===== config.mk =====
export PLATFORM = sky130hd
export DESIGN_NAME = att_timer
export DESIGN_NICKNAME = d
export VERILOG_FILES = /design/src/verilog/att_pkg.sv /design/src/verilog/att_stage_if.sv /design/src/verilog/att_stage.sv /design/src/verilog/att_timer.sv
export SDC_FILE = /design/constraint.sdc
export NUM_CORES = 1
export LEC_CHECK = 0
export ABC_AREA = 1
export BUFFER_PORTS_ARGS = -buffer_cell sky130_fd_sc_hd__buf_4
export CAP_MARGIN = 30
export CORE_ASPECT_RATIO = 0.7
export CORE_UTILIZATION = 45
export CTS_BUF_LIST = sky130_fd_sc_hd__clkbuf_2 sky130_fd_sc_hd__clkbuf_4 sky130_fd_sc_hd__clkbuf_8
export CTS_CLUSTER_DIAMETER = 40
export DETAILED_ROUTE_END_ITERATION = 7
export HOLD_SLACK_MARGIN = 0.08
export REMOVE_ABC_BUFFERS = 1
export SKIP_CTS_REPAIR_TIMING = 1
export SYNTH_ARGS = -nofsm -noshare
export SYNTH_HDL_FRONTEND = slang
export SYNTH_SLANG_ARGS = --single-unit

===== constraint.sdc =====
create_clock -name SYS_CLK -period 5.71 [get_ports SYS_CLK]
set_input_delay 0.571 -clock SYS_CLK [delete_from_list [all_inputs] [get_ports SYS_CLK]]
set_output_delay 0.571 -clock SYS_CLK [all_outputs]
set_load 0.05 [all_outputs]

===== src/verilog/att_pkg.sv =====
// constants and types shared by the asynchronous timer block
// assumes an 8-bit i/o register port with 6-bit addresses
package att_pkg;

    // -------------------------------------------------------------------
    // register offsets on the i/o port
    // -------------------------------------------------------------------
    localparam logic [5:0] ADDR_TIMER_IRQ_MASK     = 6'h39;
    localparam logic [5:0] ADDR_TIMER_IRQ_FLAGS    = 6'h38;
    localparam logic [5:0] ADDR_TIMER_A_CONTROL    = 6'h33;
    localparam logic [5:0] ADDR_TIMER_A_COUNT      = 6'h32;
    localparam logic [5:0] ADDR_TIMER_A_COMPARE    = 6'h31;
    localparam logic [5:0] ADDR_SPECIAL_FUNCTION   = 6'h30;
    localparam logic [5:0] ADDR_TIMER_B_CONTROL    = 6'h27;
    localparam logic [5:0] ADDR_ASYNC_TIMER_STATUS = 6'h26;
    localparam logic [5:0] ADDR_TIMER_B_COUNT      = 6'h23;
    localparam logic [5:0] ADDR_TIMER_B_COMPARE    = 6'h22;

    // -------------------------------------------------------------------
    // field positions
    // -------------------------------------------------------------------
    localparam int TA_CMP_BIT       = 0;
    localparam int TA_OVF_BIT       = 1;
    localparam int TB_OVF_BIT       = 6;
    localparam int TB_CMP_BIT       = 7;
    localparam int PSR_BIT          = 0;
    localparam int ASYNC_SEL_BIT    = 3;
    localparam int CNT_BUSY_BIT     = 2;
    localparam int CMP_BUSY_BIT     = 1;
    localparam int CTRL_BUSY_BIT    = 0;
    localparam int CTRL_UPDOWN_BIT  = 6;
    localparam int CTRL_FASTPWM_BIT = 3;
    localparam int CTRL_CS_LSB      = 0;
    localparam int CTRL_CS_W        = 3;

    // -------------------------------------------------------------------
    // reset values and counts
    // -------------------------------------------------------------------
    localparam logic [7:0] REG_RESET        = 8'h00;
    localparam logic [9:0] PRESCALER_RESET  = 10'h000;
    localparam logic [7:0] COUNT_TOP        = 8'hFF;
    localparam logic [7:0] COUNT_BOTTOM     = 8'h00;
    localparam int         FLAG_SYNC_CYCLES = 3;

    // clock select codes; 6 and 7 stop timer a in this block, while timer b counts on any nonzero code
    localparam logic [2:0] CS_STOP    = 3'h0;
    localparam logic [2:0] CS_DIV1    = 3'h1;
    localparam logic [2:0] CS_DIV8    = 3'h2;
    localparam logic [2:0] CS_DIV64   = 3'h3;
    localparam logic [2:0] CS_DIV256  = 3'h4;
    localparam logic [2:0] CS_DIV1024 = 3'h5;

    typedef struct packed {
        logic [7:0] cnt;
        logic       down;
        logic       ovf;
        logic       match;
    } att_step_t;

endpackage


===== src/verilog/att_stage_if.sv =====
// carrier between the timer top and one staged register channel
// assumes both ends run on the system clock
`timescale 1ns/100ps

interface att_stage_if;
    logic       wr;
    logic [7:0] wdata;
    logic       async_mode;
    logic       tick;
    logic       busy;
    logic [7:0] temp;
    logic [7:0] active;
    logic       load;

    modport host  (output wr, wdata, async_mode, tick,
                   input  busy, temp, active, load);
    modport stage (input  wr, wdata, async_mode, tick,
                   output busy, temp, active, load);
endinterface


===== src/verilog/att_stage.sv =====
// one staged register: temporary holding copy, timer-side copy, busy flag
// assumes tick is a one-cycle pulse at each timer clock edge
`timescale 1ns/100ps

module att_stage
    import att_pkg::*;
#(
    parameter logic [7:0] RESET_VAL = REG_RESET
) (
    input wire logic         clk,
    input wire logic         rst,
    att_stage_if.stage       sif
);
    import att_pkg::*;

    typedef struct packed {
        logic [7:0] temp;
        logic [7:0] active;
        logic       busy;
        logic       load;
    } att_stage_state_t;

    att_stage_state_t s;
    att_stage_state_t next_s;

    // -------------------------------------------------------------------
    // request / acknowledge
    // -------------------------------------------------------------------
    always_comb begin
        next_s      = s;
        next_s.load = 1'b0;
        // a write while busy overwrites the holding copy; software must wait
        if (sif.wr) begin
            next_s.temp = sif.wdata;
            if (sif.async_mode) begin
                next_s.busy = 1'b1;
            end else begin
                next_s.active = sif.wdata;
                next_s.load   = 1'b1;
                next_s.busy   = 1'b0;
            end
        end else if (s.busy && sif.tick) begin
            // timer edge acknowledges the staged value
            next_s.active = s.temp;
            next_s.busy   = 1'b0;
            next_s.load   = 1'b1;
        end
    end

    always_ff @(posedge clk or posedge rst) begin
        if (rst) begin
            s <= '{temp: RESET_VAL, active: RESET_VAL, busy: 1'b0,
                   load: 1'b0};
        end else begin
            s <= next_s;
        end
    end

    assign sif.busy   = s.busy;
    assign sif.temp   = s.temp;
    assign sif.active = s.active;
    assign sif.load   = s.load;
endmodule


===== src/verilog/att_timer.sv =====
// two 8-bit timers, prescaler on timer a only, async-capable timer b
// assumes an i/o register port on SYS_CLK; OSC_IN is an unsynced pin
`timescale 1ns/100ps

// Functional notes
// - a one written to the prescaler reset bit clears the timer a prescaler.
// - that bit clears itself after the reset; writing zero does nothing.
// - the prescaler reset bit always reads as zero.
// - up/down pwm sets overflow flag when counter leaves zero.
// - overflow pwm sets the overflow flag as in normal counting.
// - overflow interrupt asserts only with flag, its enable and global enable.
// - compare flag and interrupt behave like the overflow flag in all modes.
// - async select zero makes timer b count on the system clock.
// - async select one counts timer b on the oscillator pin, claiming pins.
// - async count write sets count busy until the count is loaded.
// - async compare write sets compare busy until transferred.
// - async control write sets control busy until transferred.
// - reading timer b count returns the live count.
// - reading timer b compare or control returns the holding copy.
// - upper four bits of async status read as zero.
// - async timer b flags appear three system cycles after the timer edge.
module att_timer
    import att_pkg::*;
(
    input  wire logic       SYS_CLK,
    input  wire logic       SYS_RST,
    input  wire logic [5:0] IO_ADDR,
    input  wire logic [7:0] IO_WDATA,
    input  wire logic       IO_WE,
    input  wire logic       IO_RE,
    output logic      [7:0] IO_RDATA,
    input  wire logic       GLOBAL_IRQ_EN,
    input  wire logic       OSC_IN,
    output logic            OSC_PINS_CLAIMED,
    output logic            PRESCALER_CLEAR,
    output logic            IRQ_TA_OVF,
    output logic            IRQ_TA_CMP,
    output logic            IRQ_TB_OVF,
    output logic            IRQ_TB_CMP
);
    import att_pkg::*;

    typedef struct packed {
        logic [7:0]                       irq_mask;
        logic [7:0]                       flags;
        logic [7:0]                       ta_ctrl;
        logic [7:0]                       ta_cnt;
        logic [7:0]                       ta_cmp;
        logic                             ta_down;
        logic [9:0]                       pre;
        logic                             psr_pulse;
        logic                             as_mode;
        logic [7:0]                       tb_cnt;
        logic                             tb_down;
        logic [2:0]                       osc_sync;
        logic [FLAG_SYNC_CYCLES-1:0][1:0] evt_pipe;
        logic [7:0]                       rdata;
    } att_top_state_t;

    att_top_state_t s;
    att_top_state_t next_s;

    att_stage_if cnt_if ();
    att_stage_if cmp_if ();
    att_stage_if ctl_if ();

    att_stage #(.RESET_VAL(REG_RESET)) u_cnt_stage (
        .clk (SYS_CLK),
        .rst (SYS_RST),
        .sif (cnt_if)
    );
    att_stage #(.RESET_VAL(REG_RESET)) u_cmp_stage (
        .clk (SYS_CLK),
        .rst (SYS_RST),
        .sif (cmp_if)
    );
    att_stage #(.RESET_VAL(REG_RESET)) u_ctl_stage (
        .clk (SYS_CLK),
        .rst (SYS_RST),
        .sif (ctl_if)
    );

    // -------------------------------------------------------------------
    // one counting step, shared by both timers
    // -------------------------------------------------------------------
    function automatic att_step_t timer_step(input logic [7:0] cnt,
                                             input logic       down,
                                             input logic [7:0] ctrl,
                                             input logic [7:0] cmp,
                                             input logic       tick);
        att_step_t r;
        r = '{cnt: cnt, down: down, ovf: 1'b0, match: 1'b0};
        if (tick) begin
            r.match = (cnt == cmp);
            if (ctrl[CTRL_UPDOWN_BIT]) begin
                if (!down && cnt == COUNT_TOP) begin
                    r.down = 1'b1;
                    r.cnt  = cnt - 8'h01;
                end else if (cnt == COUNT_BOTTOM) begin
                    r.down = 1'b0;
                    r.cnt  = cnt + 8'h01;
                    r.ovf  = 1'b1;
                end else begin
                    r.cnt = down ? cnt - 8'h01 : cnt + 8'h01;
                end
            end else begin
                // normal and overflow pwm wrap the same way
                r.down = 1'b0;
                r.cnt  = cnt + 8'h01;
                r.ovf  = (cnt == COUNT_TOP);
            end
        end
        return r;
    endfunction

    // -------------------------------------------------------------------
    // decode and tick sources
    // -------------------------------------------------------------------
    logic      wr_sel_flags;
    logic      psr_write;
    logic      osc_edge;
    logic      tb_src_tick;
    logic      ta_tick;
    logic      tb_tick;
    logic [2:0] ta_cs;
    logic [7:0] status_rd;
    logic [7:0] flag_set;
    logic [7:0] flag_clr;
    att_step_t step_a;
    att_step_t step_b;

    assign wr_sel_flags = IO_WE && IO_ADDR == ADDR_TIMER_IRQ_FLAGS;
    assign psr_write    = IO_WE && IO_ADDR == ADDR_SPECIAL_FUNCTION
                          && IO_WDATA[PSR_BIT];
    // osc_sync[0] is read only by osc_sync[1]
    assign osc_edge     = s.osc_sync[1] && !s.osc_sync[2];
    assign tb_src_tick  = s.as_mode ? osc_edge : 1'b1;
    assign ta_cs        = s.ta_ctrl[CTRL_CS_LSB +: CTRL_CS_W];

    always_comb begin
        unique case (ta_cs)
            CS_DIV1:    ta_tick = 1'b1;
            CS_DIV8:    ta_tick = &s.pre[2:0];
            CS_DIV64:   ta_tick = &s.pre[5:0];
            CS_DIV256:  ta_tick = &s.pre[7:0];
            CS_DIV1024: ta_tick = &s.pre[9:0];
            default:    ta_tick = 1'b0;
        endcase
    end

    // timer b has no prescaler of its own here: any nonzero select counts
    assign tb_tick = tb_src_tick
                     && ctl_if.active[CTRL_CS_LSB +: CTRL_CS_W] != CS_STOP;

    assign step_a = timer_step(s.ta_cnt, s.ta_down, s.ta_ctrl, s.ta_cmp,
                               ta_tick);
    assign step_b = timer_step(s.tb_cnt, s.tb_down, ctl_if.active,
                               cmp_if.active, tb_tick);

    // staged channels for timer b
    assign cnt_if.wr         = IO_WE && IO_ADDR == ADDR_TIMER_B_COUNT;
    assign cmp_if.wr         = IO_WE && IO_ADDR == ADDR_TIMER_B_COMPARE;
    assign ctl_if.wr         = IO_WE && IO_ADDR == ADDR_TIMER_B_CONTROL;
    assign cnt_if.wdata      = IO_WDATA;
    assign cmp_if.wdata      = IO_WDATA;
    assign ctl_if.wdata      = IO_WDATA;
    assign cnt_if.async_mode = s.as_mode;
    assign cmp_if.async_mode = s.as_mode;
    assign ctl_if.async_mode = s.as_mode;
    assign cnt_if.tick       = tb_src_tick;
    assign cmp_if.tick       = tb_src_tick;
    assign ctl_if.tick       = tb_src_tick;

    assign status_rd = {4'h0, s.as_mode, cnt_if.busy, cmp_if.busy,
                        ctl_if.busy};

    // -------------------------------------------------------------------
    // flags and register state
    // -------------------------------------------------------------------
    always_comb begin
        flag_set = 8'h00;
        flag_set[TA_OVF_BIT] = step_a.ovf;
        flag_set[TA_CMP_BIT] = step_a.match;
        // async events wait out the flag synchroniser
        if (s.as_mode) begin
            flag_set[TB_OVF_BIT] = s.evt_pipe[FLAG_SYNC_CYCLES-1][1];
            flag_set[TB_CMP_BIT] = s.evt_pipe[FLAG_SYNC_CYCLES-1][0];
        end else begin
            flag_set[TB_OVF_BIT] = step_b.ovf;
            flag_set[TB_CMP_BIT] = step_b.match;
        end
        flag_clr = wr_sel_flags ? IO_WDATA : 8'h00;
    end

    always_comb begin
        next_s = s;
        next_s.osc_sync  = {s.osc_sync[1], s.osc_sync[0], OSC_IN};
        next_s.evt_pipe  = {s.evt_pipe[FLAG_SYNC_CYCLES-2:0],
                            {step_b.ovf && s.as_mode,
                             step_b.match && s.as_mode}};
        // set wins over a clear in the same cycle
        next_s.flags     = (s.flags & ~flag_clr) | flag_set;
        next_s.psr_pulse = psr_write;
        next_s.pre       = psr_write ? PRESCALER_RESET
                                     : s.pre + 10'h001;
        next_s.ta_cnt    = step_a.cnt;
        next_s.ta_down   = step_a.down;
        next_s.tb_cnt    = step_b.cnt;
        next_s.tb_down   = step_b.down;
        if (cnt_if.load) begin
            next_s.tb_cnt = cnt_if.active;
        end
        if (IO_WE) begin
            unique case (IO_ADDR)
                ADDR_TIMER_IRQ_MASK:     next_s.irq_mask = IO_WDATA;
                ADDR_TIMER_A_CONTROL:    next_s.ta_ctrl  = IO_WDATA;
                ADDR_TIMER_A_COUNT:      next_s.ta_cnt   = IO_WDATA;
                ADDR_TIMER_A_COMPARE:    next_s.ta_cmp   = IO_WDATA;
                ADDR_ASYNC_TIMER_STATUS: begin
                    next_s.as_mode = IO_WDATA[ASYNC_SEL_BIT];
                end
                default: ;
            endcase
        end
        if (IO_RE) begin
            unique case (IO_ADDR)
                ADDR_TIMER_IRQ_MASK:     next_s.rdata = s.irq_mask;
                ADDR_TIMER_IRQ_FLAGS:    next_s.rdata = s.flags;
                ADDR_TIMER_A_CONTROL:    next_s.rdata = s.ta_ctrl;
                ADDR_TIMER_A_COUNT:      next_s.rdata = s.ta_cnt;
                ADDR_TIMER_A_COMPARE:    next_s.rdata = s.ta_cmp;
                ADDR_SPECIAL_FUNCTION:   next_s.rdata = 8'h00;
                ADDR_TIMER_B_CONTROL:    next_s.rdata = ctl_if.temp;
                ADDR_ASYNC_TIMER_STATUS: next_s.rdata = status_rd;
                ADDR_TIMER_B_COUNT:      next_s.rdata = s.tb_cnt;
                ADDR_TIMER_B_COMPARE:    next_s.rdata = cmp_if.temp;
                default:                 next_s.rdata = 8'h00;
            endcase
        end
    end

    always_ff @(posedge SYS_CLK or posedge SYS_RST) begin
        if (SYS_RST) begin
            s <= '0;
        end else begin
            s <= next_s;
        end
    end

    // -------------------------------------------------------------------
    // outputs
    // -------------------------------------------------------------------
    assign IO_RDATA         = s.rdata;
    assign PRESCALER_CLEAR  = s.psr_pulse;
    assign OSC_PINS_CLAIMED = s.as_mode;
    assign IRQ_TA_OVF = GLOBAL_IRQ_EN && s.irq_mask[TA_OVF_BIT]
                        && s.flags[TA_OVF_BIT];
    assign IRQ_TA_CMP = GLOBAL_IRQ_EN && s.irq_mask[TA_CMP_BIT]
                        && s.flags[TA_CMP_BIT];
    assign IRQ_TB_OVF = GLOBAL_IRQ_EN && s.irq_mask[TB_OVF_BIT]
                        && s.flags[TB_OVF_BIT];
    assign IRQ_TB_CMP = GLOBAL_IRQ_EN && s.irq_mask[TB_CMP_BIT]
                        && s.flags[TB_CMP_BIT];
endmodule


==> results.cfg, run 1 <==
[synthesis]
synth_area_leader_cell = dfrtp_1
async_flop_share_pct = 100
synth_top_area_share_pct = 47.3
synthMuxAreaShare_pct = 0
synthCells = 848
ys_top_cells_by_area = dfrtp_1 (47%), nand2_1 (13%), o21ai_0 (6.9%)
synth_edf_count = 0
seq_area_frac_synth_pct = 47.3
ys_types = 40
synthFlopType = dfrtp_1
syn-cell-area_mm2 = 0.00672
ys_seq_elements = 127
synth_warnings = 0
synth-adder-area-share_pct = 1.12
synth_top_family_by_area = simple AND/OR/NAND/NOR gates
synth_compound_area_share_pct = 13.0
avgSynthCellArea_um2 = 7.92
synth-xor-area-share_pct = 4.30
yosys.area_share.simple_pct = 25.2

[floorplan]
initial_core_util_pct = 47.2
die_w_um = 148
io_pins = 34
core_area_mm2 = 0.0142
die_h_um = 104
fp-row-count = 36
die_area_mm2 = 0.0154

[detailed_routing]
antenna_left = 0
finalWirelength_mm = 18.4
wl_per_cell_um = 17.1
first_pass_iters = 6
drc = 0
vias_per_cell = 5.40
vias = 5830
drtIter0Drc = 566

[pwr]
pwr-share-seq_pct = 42.5
power_frac_comb_pct = 25.1
ir_drop_uv = 175
intPower_mw = 1.86
power_per_cell_area_mw_per_mm2 = 387
power_frac_clock_pct = 32.4
leakagePower_nw = 3.69
p_sw_mw = 1.06
swShare_pct = 36.3
power.total_mw = 2.92

[clock_tree]
root_buffer = clkbuf_8
cts_made_buffers = 17
clkLatencyLatePin_ns = 0.45
cts.clk_slew.worst_paths_ns = 0.09
tritoncts = done
cts.path.max_buffers = 2
cts_sinks = 127
htree_levels = 4

[finish]
fillers = 1385
syn2layout_area_growth_pct = 12.2
layout-drive-gt1-share_pct = 11.6
final_cell_mix = nand2_1 (239), dfrtp_1 (127), inv_1 (103), o21ai_0 (92), nand3_1 (52)
final_common_cell = nand2_1
postLayoutCellArea_mm2 = 0.00753
instances_no_fill = 1079
post-route-util_pct = 52.9
n_antenna_cell = 0
nNetsFinal = 902

[worst_hold_path]
min_path_type = in2async

[timing]
rsz0062_at_grt = no
period_share_pct = 38.2
hold_viol = 0
tightest_slew_ns = 0.589
setup_viol = 0
fin_crit_ns = 2.18
skew_ns = 0.0126
relSlewSlack_pct = 60.7
drv_slew = 0
max_freq_ghz = 0.459
finalSetupTns_ns = 0

[worst_setup_path]
required_ns = 6.03
cpMaxStageDelayCell = dfrtp_1
startpoint_type = register
worst_setup_path_end_kind = register
arrival_ns = 2.50
critPathMaxFanout = 9
cp_top_family = simple AND/OR/NAND/NOR gates
path_cells = inv_1, ha_1, inv_1, nor3_2, nand2_1, nand3_1, nand2_1, o21ai_0, o21ai_0, o21ai_0, nand2_1
critPathBufInv = 2
r2r_slack_ns = 3.53
criticalPathCategory = reg2reg
cpPeakStageDelay_ns = 0.43

[place]
post-place-cells = 1047
globalplace.congestion = 0.888
place.port_buffers = 33
place_area_mm2 = 0.00706
hpwl_mm = 13.7

[global_route]
grt_util_all_layers_pct = 25.2
grt_overflow = 0
grt_start_max_net_pins = 58
antenna_found_initial = 0
grt_pass1_vias = 5439
grt_first_pass_wirelength_mm = 29.7

[job]
maxCapViolations = 0

[run_status]
status = complete, no violations
cell usage after synthesis (2+ instances only):
library cell / number
nor2_2: 5
nand3_1: 52
buf_6: 5
nand2_4: 3
xnor2_1: 11
o21ai_1: 9
nor2_4: 6
nand4_1: 10
buf_2: 8
xor2_1: 22
clkbuf_1: 3
ha_1: 6
o2111ai_1: 2
dfrtp_1: 127
o211ai_1: 4
buf_4: 10
a21oi_1: 31
o21ai_0: 92
o22ai_1: 15
inv_1: 104
inv_2: 9
nor3_1: 8
nand2_1: 239
nor2_1: 46
nand2_2: 4
o21ai_2: 2
nor2_8: 2
metrics by stage:
| step | hold slack (ns) | setup WS [ns] |
|---|---|---|
| after floorplan | 0.331 | 1.75 |
| after global placement | 0.334 | 3.43 |
| after detailed placement | 0.338 | 3.40 |
| after CTS | 0.0982 | 3.58 |
| after global routing | 0.0971 | 3.32 |
| final | 0.0983 | 3.53 |
area by class of cell:
class | instances | area (µm²) | area share [%]
inverter | 113 | 427 | 5.66
tap | 190 | 238 | 3.16
sequential | 127 | 3180 | 42.2
clock buffer | 18 | 248 | 3.29
clock inverter | 14 | 229 | 3.04
multi-input combinational | 582 | 2930 | 38.9
timing repair buffer | 35 | 283 | 3.75
state kept, by name (all words and copies together) (netlist names):
signal,count
IO_RDATA,8
OSC_PINS_CLAIMED,1
PRESCALER_CLEAR,1
next_s,6
s,63
u_cmp_stage.sif.active,8
u_cmp_stage.sif.busy,1
u_cmp_stage.sif.temp,8
u_cnt_stage.sif.active,8
u_cnt_stage.sif.busy,1
u_cnt_stage.sif.load,1
u_cnt_stage.sif.temp,8
u_ctl_stage.sif.active,4
u_ctl_stage.sif.busy,1
u_ctl_stage.sif.temp,8
power by group through the flow:
| stage | clock network, mW | registers (mW) | logic, mW |
|---|---|---|---|
| after floorplan | 0 | 1.21 | 0.538 |
| final | 0.945 | 1.24 | 0.733 |
| after global placement | 0 | 1.24 | 0.703 |
| after CTS | 0.950 | 1.23 | 0.730 |
| after global routing | 0.997 | 1.26 | 0.829 |
| after detailed placement | 0 | 1.25 | 0.727 |
final timing paths:
path	start	endpoint	cells after the start
max	s[47]	s[49]	11
min	SYS_RST	s[65]	2
max reg2reg	s[47]	s[49]	11
min reg2reg	next_s[10]	next_s[12]	0
max in group asynchronous	SYS_RST	IO_RDATA[4]	4
min in group SYS_CLK	OSC_IN	next_s[15]	1
per-layer routing:
layer	GRT usage (%)	share of wire [%]	vias to the layer above	routed length [µm]
met5	0	0	-	0
met4	5.30	0.70	0	129
met3	5.57	7.4	15	1370
met2	34.1	41	222	7530
met1	40.4	51	2810	9380
li1	-	-	2783	-
cell families after synthesis:
group,Yosys count
compound gates,161
xor+xnor,33
fa+ha+maj,6
buf+inv,139
flops,127
simple gates,382
worst reg2reg max path, stage by stage, from the launching register on:
cell and delay [ns]:
dfrtp_1 0.43, inv_1 0.14, ha_1 0.18, inv_1 0.06, nor3_2 0.21, nand2_1 0.18, nand3_1 0.10, nand2_1 0.22
o21ai_0 0.14, o21ai_0 0.12, o21ai_0 0.19, nand2_1 0.07
Note: power is estimated with default switching activity, not from simulation.
==> inputs of run 2 (changes only) <==
==> constraint.sdc (replaced) <==
create_clock -name SYS_CLK -period 1.7 [get_ports SYS_CLK]
set_input_delay 0.17 -clock SYS_CLK [delete_from_list [all_inputs] [get_ports SYS_CLK]]
set_output_delay 0.17 -clock SYS_CLK [all_outputs]
set_load 0.05 [all_outputs]
==> run 2 against run 1 <==
Against the previous run: the run now ends with setup timing left; clock skew grew 0.0020 ns; global-route usage grew 0.56 points; final cell count grew 7.3%; design area grew 10%; combinational power grew to 4.8 times the previous value; largest cell class unchanged; first-iteration DRC count grew 23%; clock power grew to 2.7 times the previous value; non-clock buffer count grew 78; flip-flop and latch count is the same.
==> results.cfg, run 2 (synthesized netlist as in run 1, its figures left out) <==
[floorplan]
die_w_um = 148
die_h_um = 104
core_area_mm2 = 0.0142
fp-row-count = 36
initial_core_util_pct = 47.2
die_area_mm2 = 0.0154
io_pins = 34

[global_route]
antenna_found_initial = 0
grt_first_pass_wirelength_mm = 30.1
grt_util_all_layers_pct = 25.8
grt_pass1_vias = 5620
grt_overflow = 0
grt_start_max_net_pins = 43

[worst_setup_path]
r2r_cells = 11
rr_endpoint = s[53]
r2r_slack_ns = -0.05
critPathMaxFanout = 8
startpoint_type = register
path_cells = ha_2, ha_1, nand4_1, nand2_1, inv_1, nand4_1, buf_6, nand2_1, nand3_2, nor2_1, nor2_1
cpPeakStageDelay_ns = 0.39
r2r-start = s[29]
cpMaxStageDelayCell = dfrtp_1
criticalPathCategory = reg2reg
arrival_ns = 2.10
required_ns = 2.04
worst_setup_path_end_kind = register

[timing]
fin_crit_ns = 1.75
relSlewSlack_pct = 64.1
hold_viol = 0
tightest_slew_ns = 0.536
skew_ns = 0.0146
setup_ws_ns = -0.0543
setup_viol = 2
period_share_pct = 103
rsz0062_at_grt = yes
finalSetupTns_ns = -0.0587
drv_slew = 0
max_freq_ghz = 0.570

[run_status]
status = finished, violations left
violations = setup timing

[detailed_routing]
vias_per_cell = 5.30
wl_met3_mm = 1.52
top_layer = met4
vias = 6142
finalWirelength_mm = 19.2
first_pass_iters = 6
wl_per_cell_um = 16.6
m1WireLength_mm = 9.70
drtIter0Drc = 695
drc = 0
wl_met2_mm = 7.80
antenna_left = 0

[finish]
final_cell_mix = nand2_1 (225), dfrtp_1 (124), inv_1 (96), buf_4 (96), o21ai_0 (87)
instances_no_fill = 1158
nNetsFinal = 981
fillers = 1355
regMostFlops = s
final_common_cell = nand2_1
n_antenna_cell = 0
largest_reg_flops = 63
layout-drive-gt1-share_pct = 22.4
syn2layout_area_growth_pct = 23.5

[pwr]
ir_drop_uv = 527
power_per_cell_area_mw_per_mm2 = 1220
leakagePower_nw = 4.03

[place]
place.port_buffers = 33
hpwl_mm = 14.2
globalplace.congestion = 0.935
post-place-cells = 1107

[clock_tree]
cts.clk_slew.worst_paths_ns = 0.08
cts.path.max_buffers = 2
cts_sinks = 127
htree_levels = 4
clkLatencyLatePin_ns = 0.45
tritoncts = done
root_buffer = clkbuf_8
cts_made_buffers = 17

[worst_hold_path]
min_delay_worst_endpoint = u_cmp_stage.sif.temp[7]
min_path_type = in2reg
min-delay-start = IO_WDATA[7]
whs_path_depth = 3

[job]
maxCapViolations = 0
run 2: worst max-delay path, delay by kind of cell, from the launching register on:
family / cells / cell delay (ns)
and+or+nand+nor: 7 / 0.60
buffers and inverters: 2 / 0.24
adders and majority gates: 2 / 0.42
DFF: 1 / 0.39
run 2: worst max path at each step:
stage                  end  startpoint  cells after the start  slack [ns]
6_report             s[53]       s[29]                     11       -0.05
5_1_grt              s[53]       s[29]                     12       -0.15
4_1_cts              s[49]       s[47]                     11       -0.13
3_5_place_dp         s[49]       s[47]                     11       -0.11
3_3_place_gp         s[49]       s[47]                     11       -0.07
2_1_floorplan  IO_RDATA[0]     SYS_RST                      1       -1.85
run 2: final cells by class:
class | instances | area (µm²) | share of cell area [%]
repair buffers | 113 | 936 | 11.3
inverters | 113 | 429 | 5.17
clock inverters | 12 | 113 | 1.36
multi-input cells | 583 | 3140 | 37.8
clock buffers | 20 | 263 | 3.17
flip-flops and latches | 127 | 3180 | 38.4
well taps | 190 | 238 | 2.87
run 2: layer usage:
metal  vias to the layer above  GRT usage [%]
met4                         0           6.41
met3                        20           5.66
li1                       2936              -
met2                       207           35.0
met5                         -              0
met1                      2979           40.8
run 2: through the flow:
step | power [mW] | hold WS, ns | utilization, % | instance area, µm² | setup slack (ns)
after CTS | 9.73 | -0.269 | 55.5 | 7900 | -0.126
after floorplan | 5.86 | 0.201 | - | 6540 | -1.85
after detailed placement | 7.21 | 0.217 | 52.9 | 7530 | -0.112
final | 10.1 | 0.0956 | 58.3 | 8300 | -0.0543
after global routing | 10.7 | 0.121 | 58.3 | 8300 | -0.148
after global placement | 7.13 | 0.211 | 52.9 | 7530 | -0.0684
run 2: where the power goes:
part,total [mW],internal [mW],switching [mW]
combinational,3.53,1.52,2.01
clock,2.52,1.23,1.29
sequential,4.03,3.55,0.481
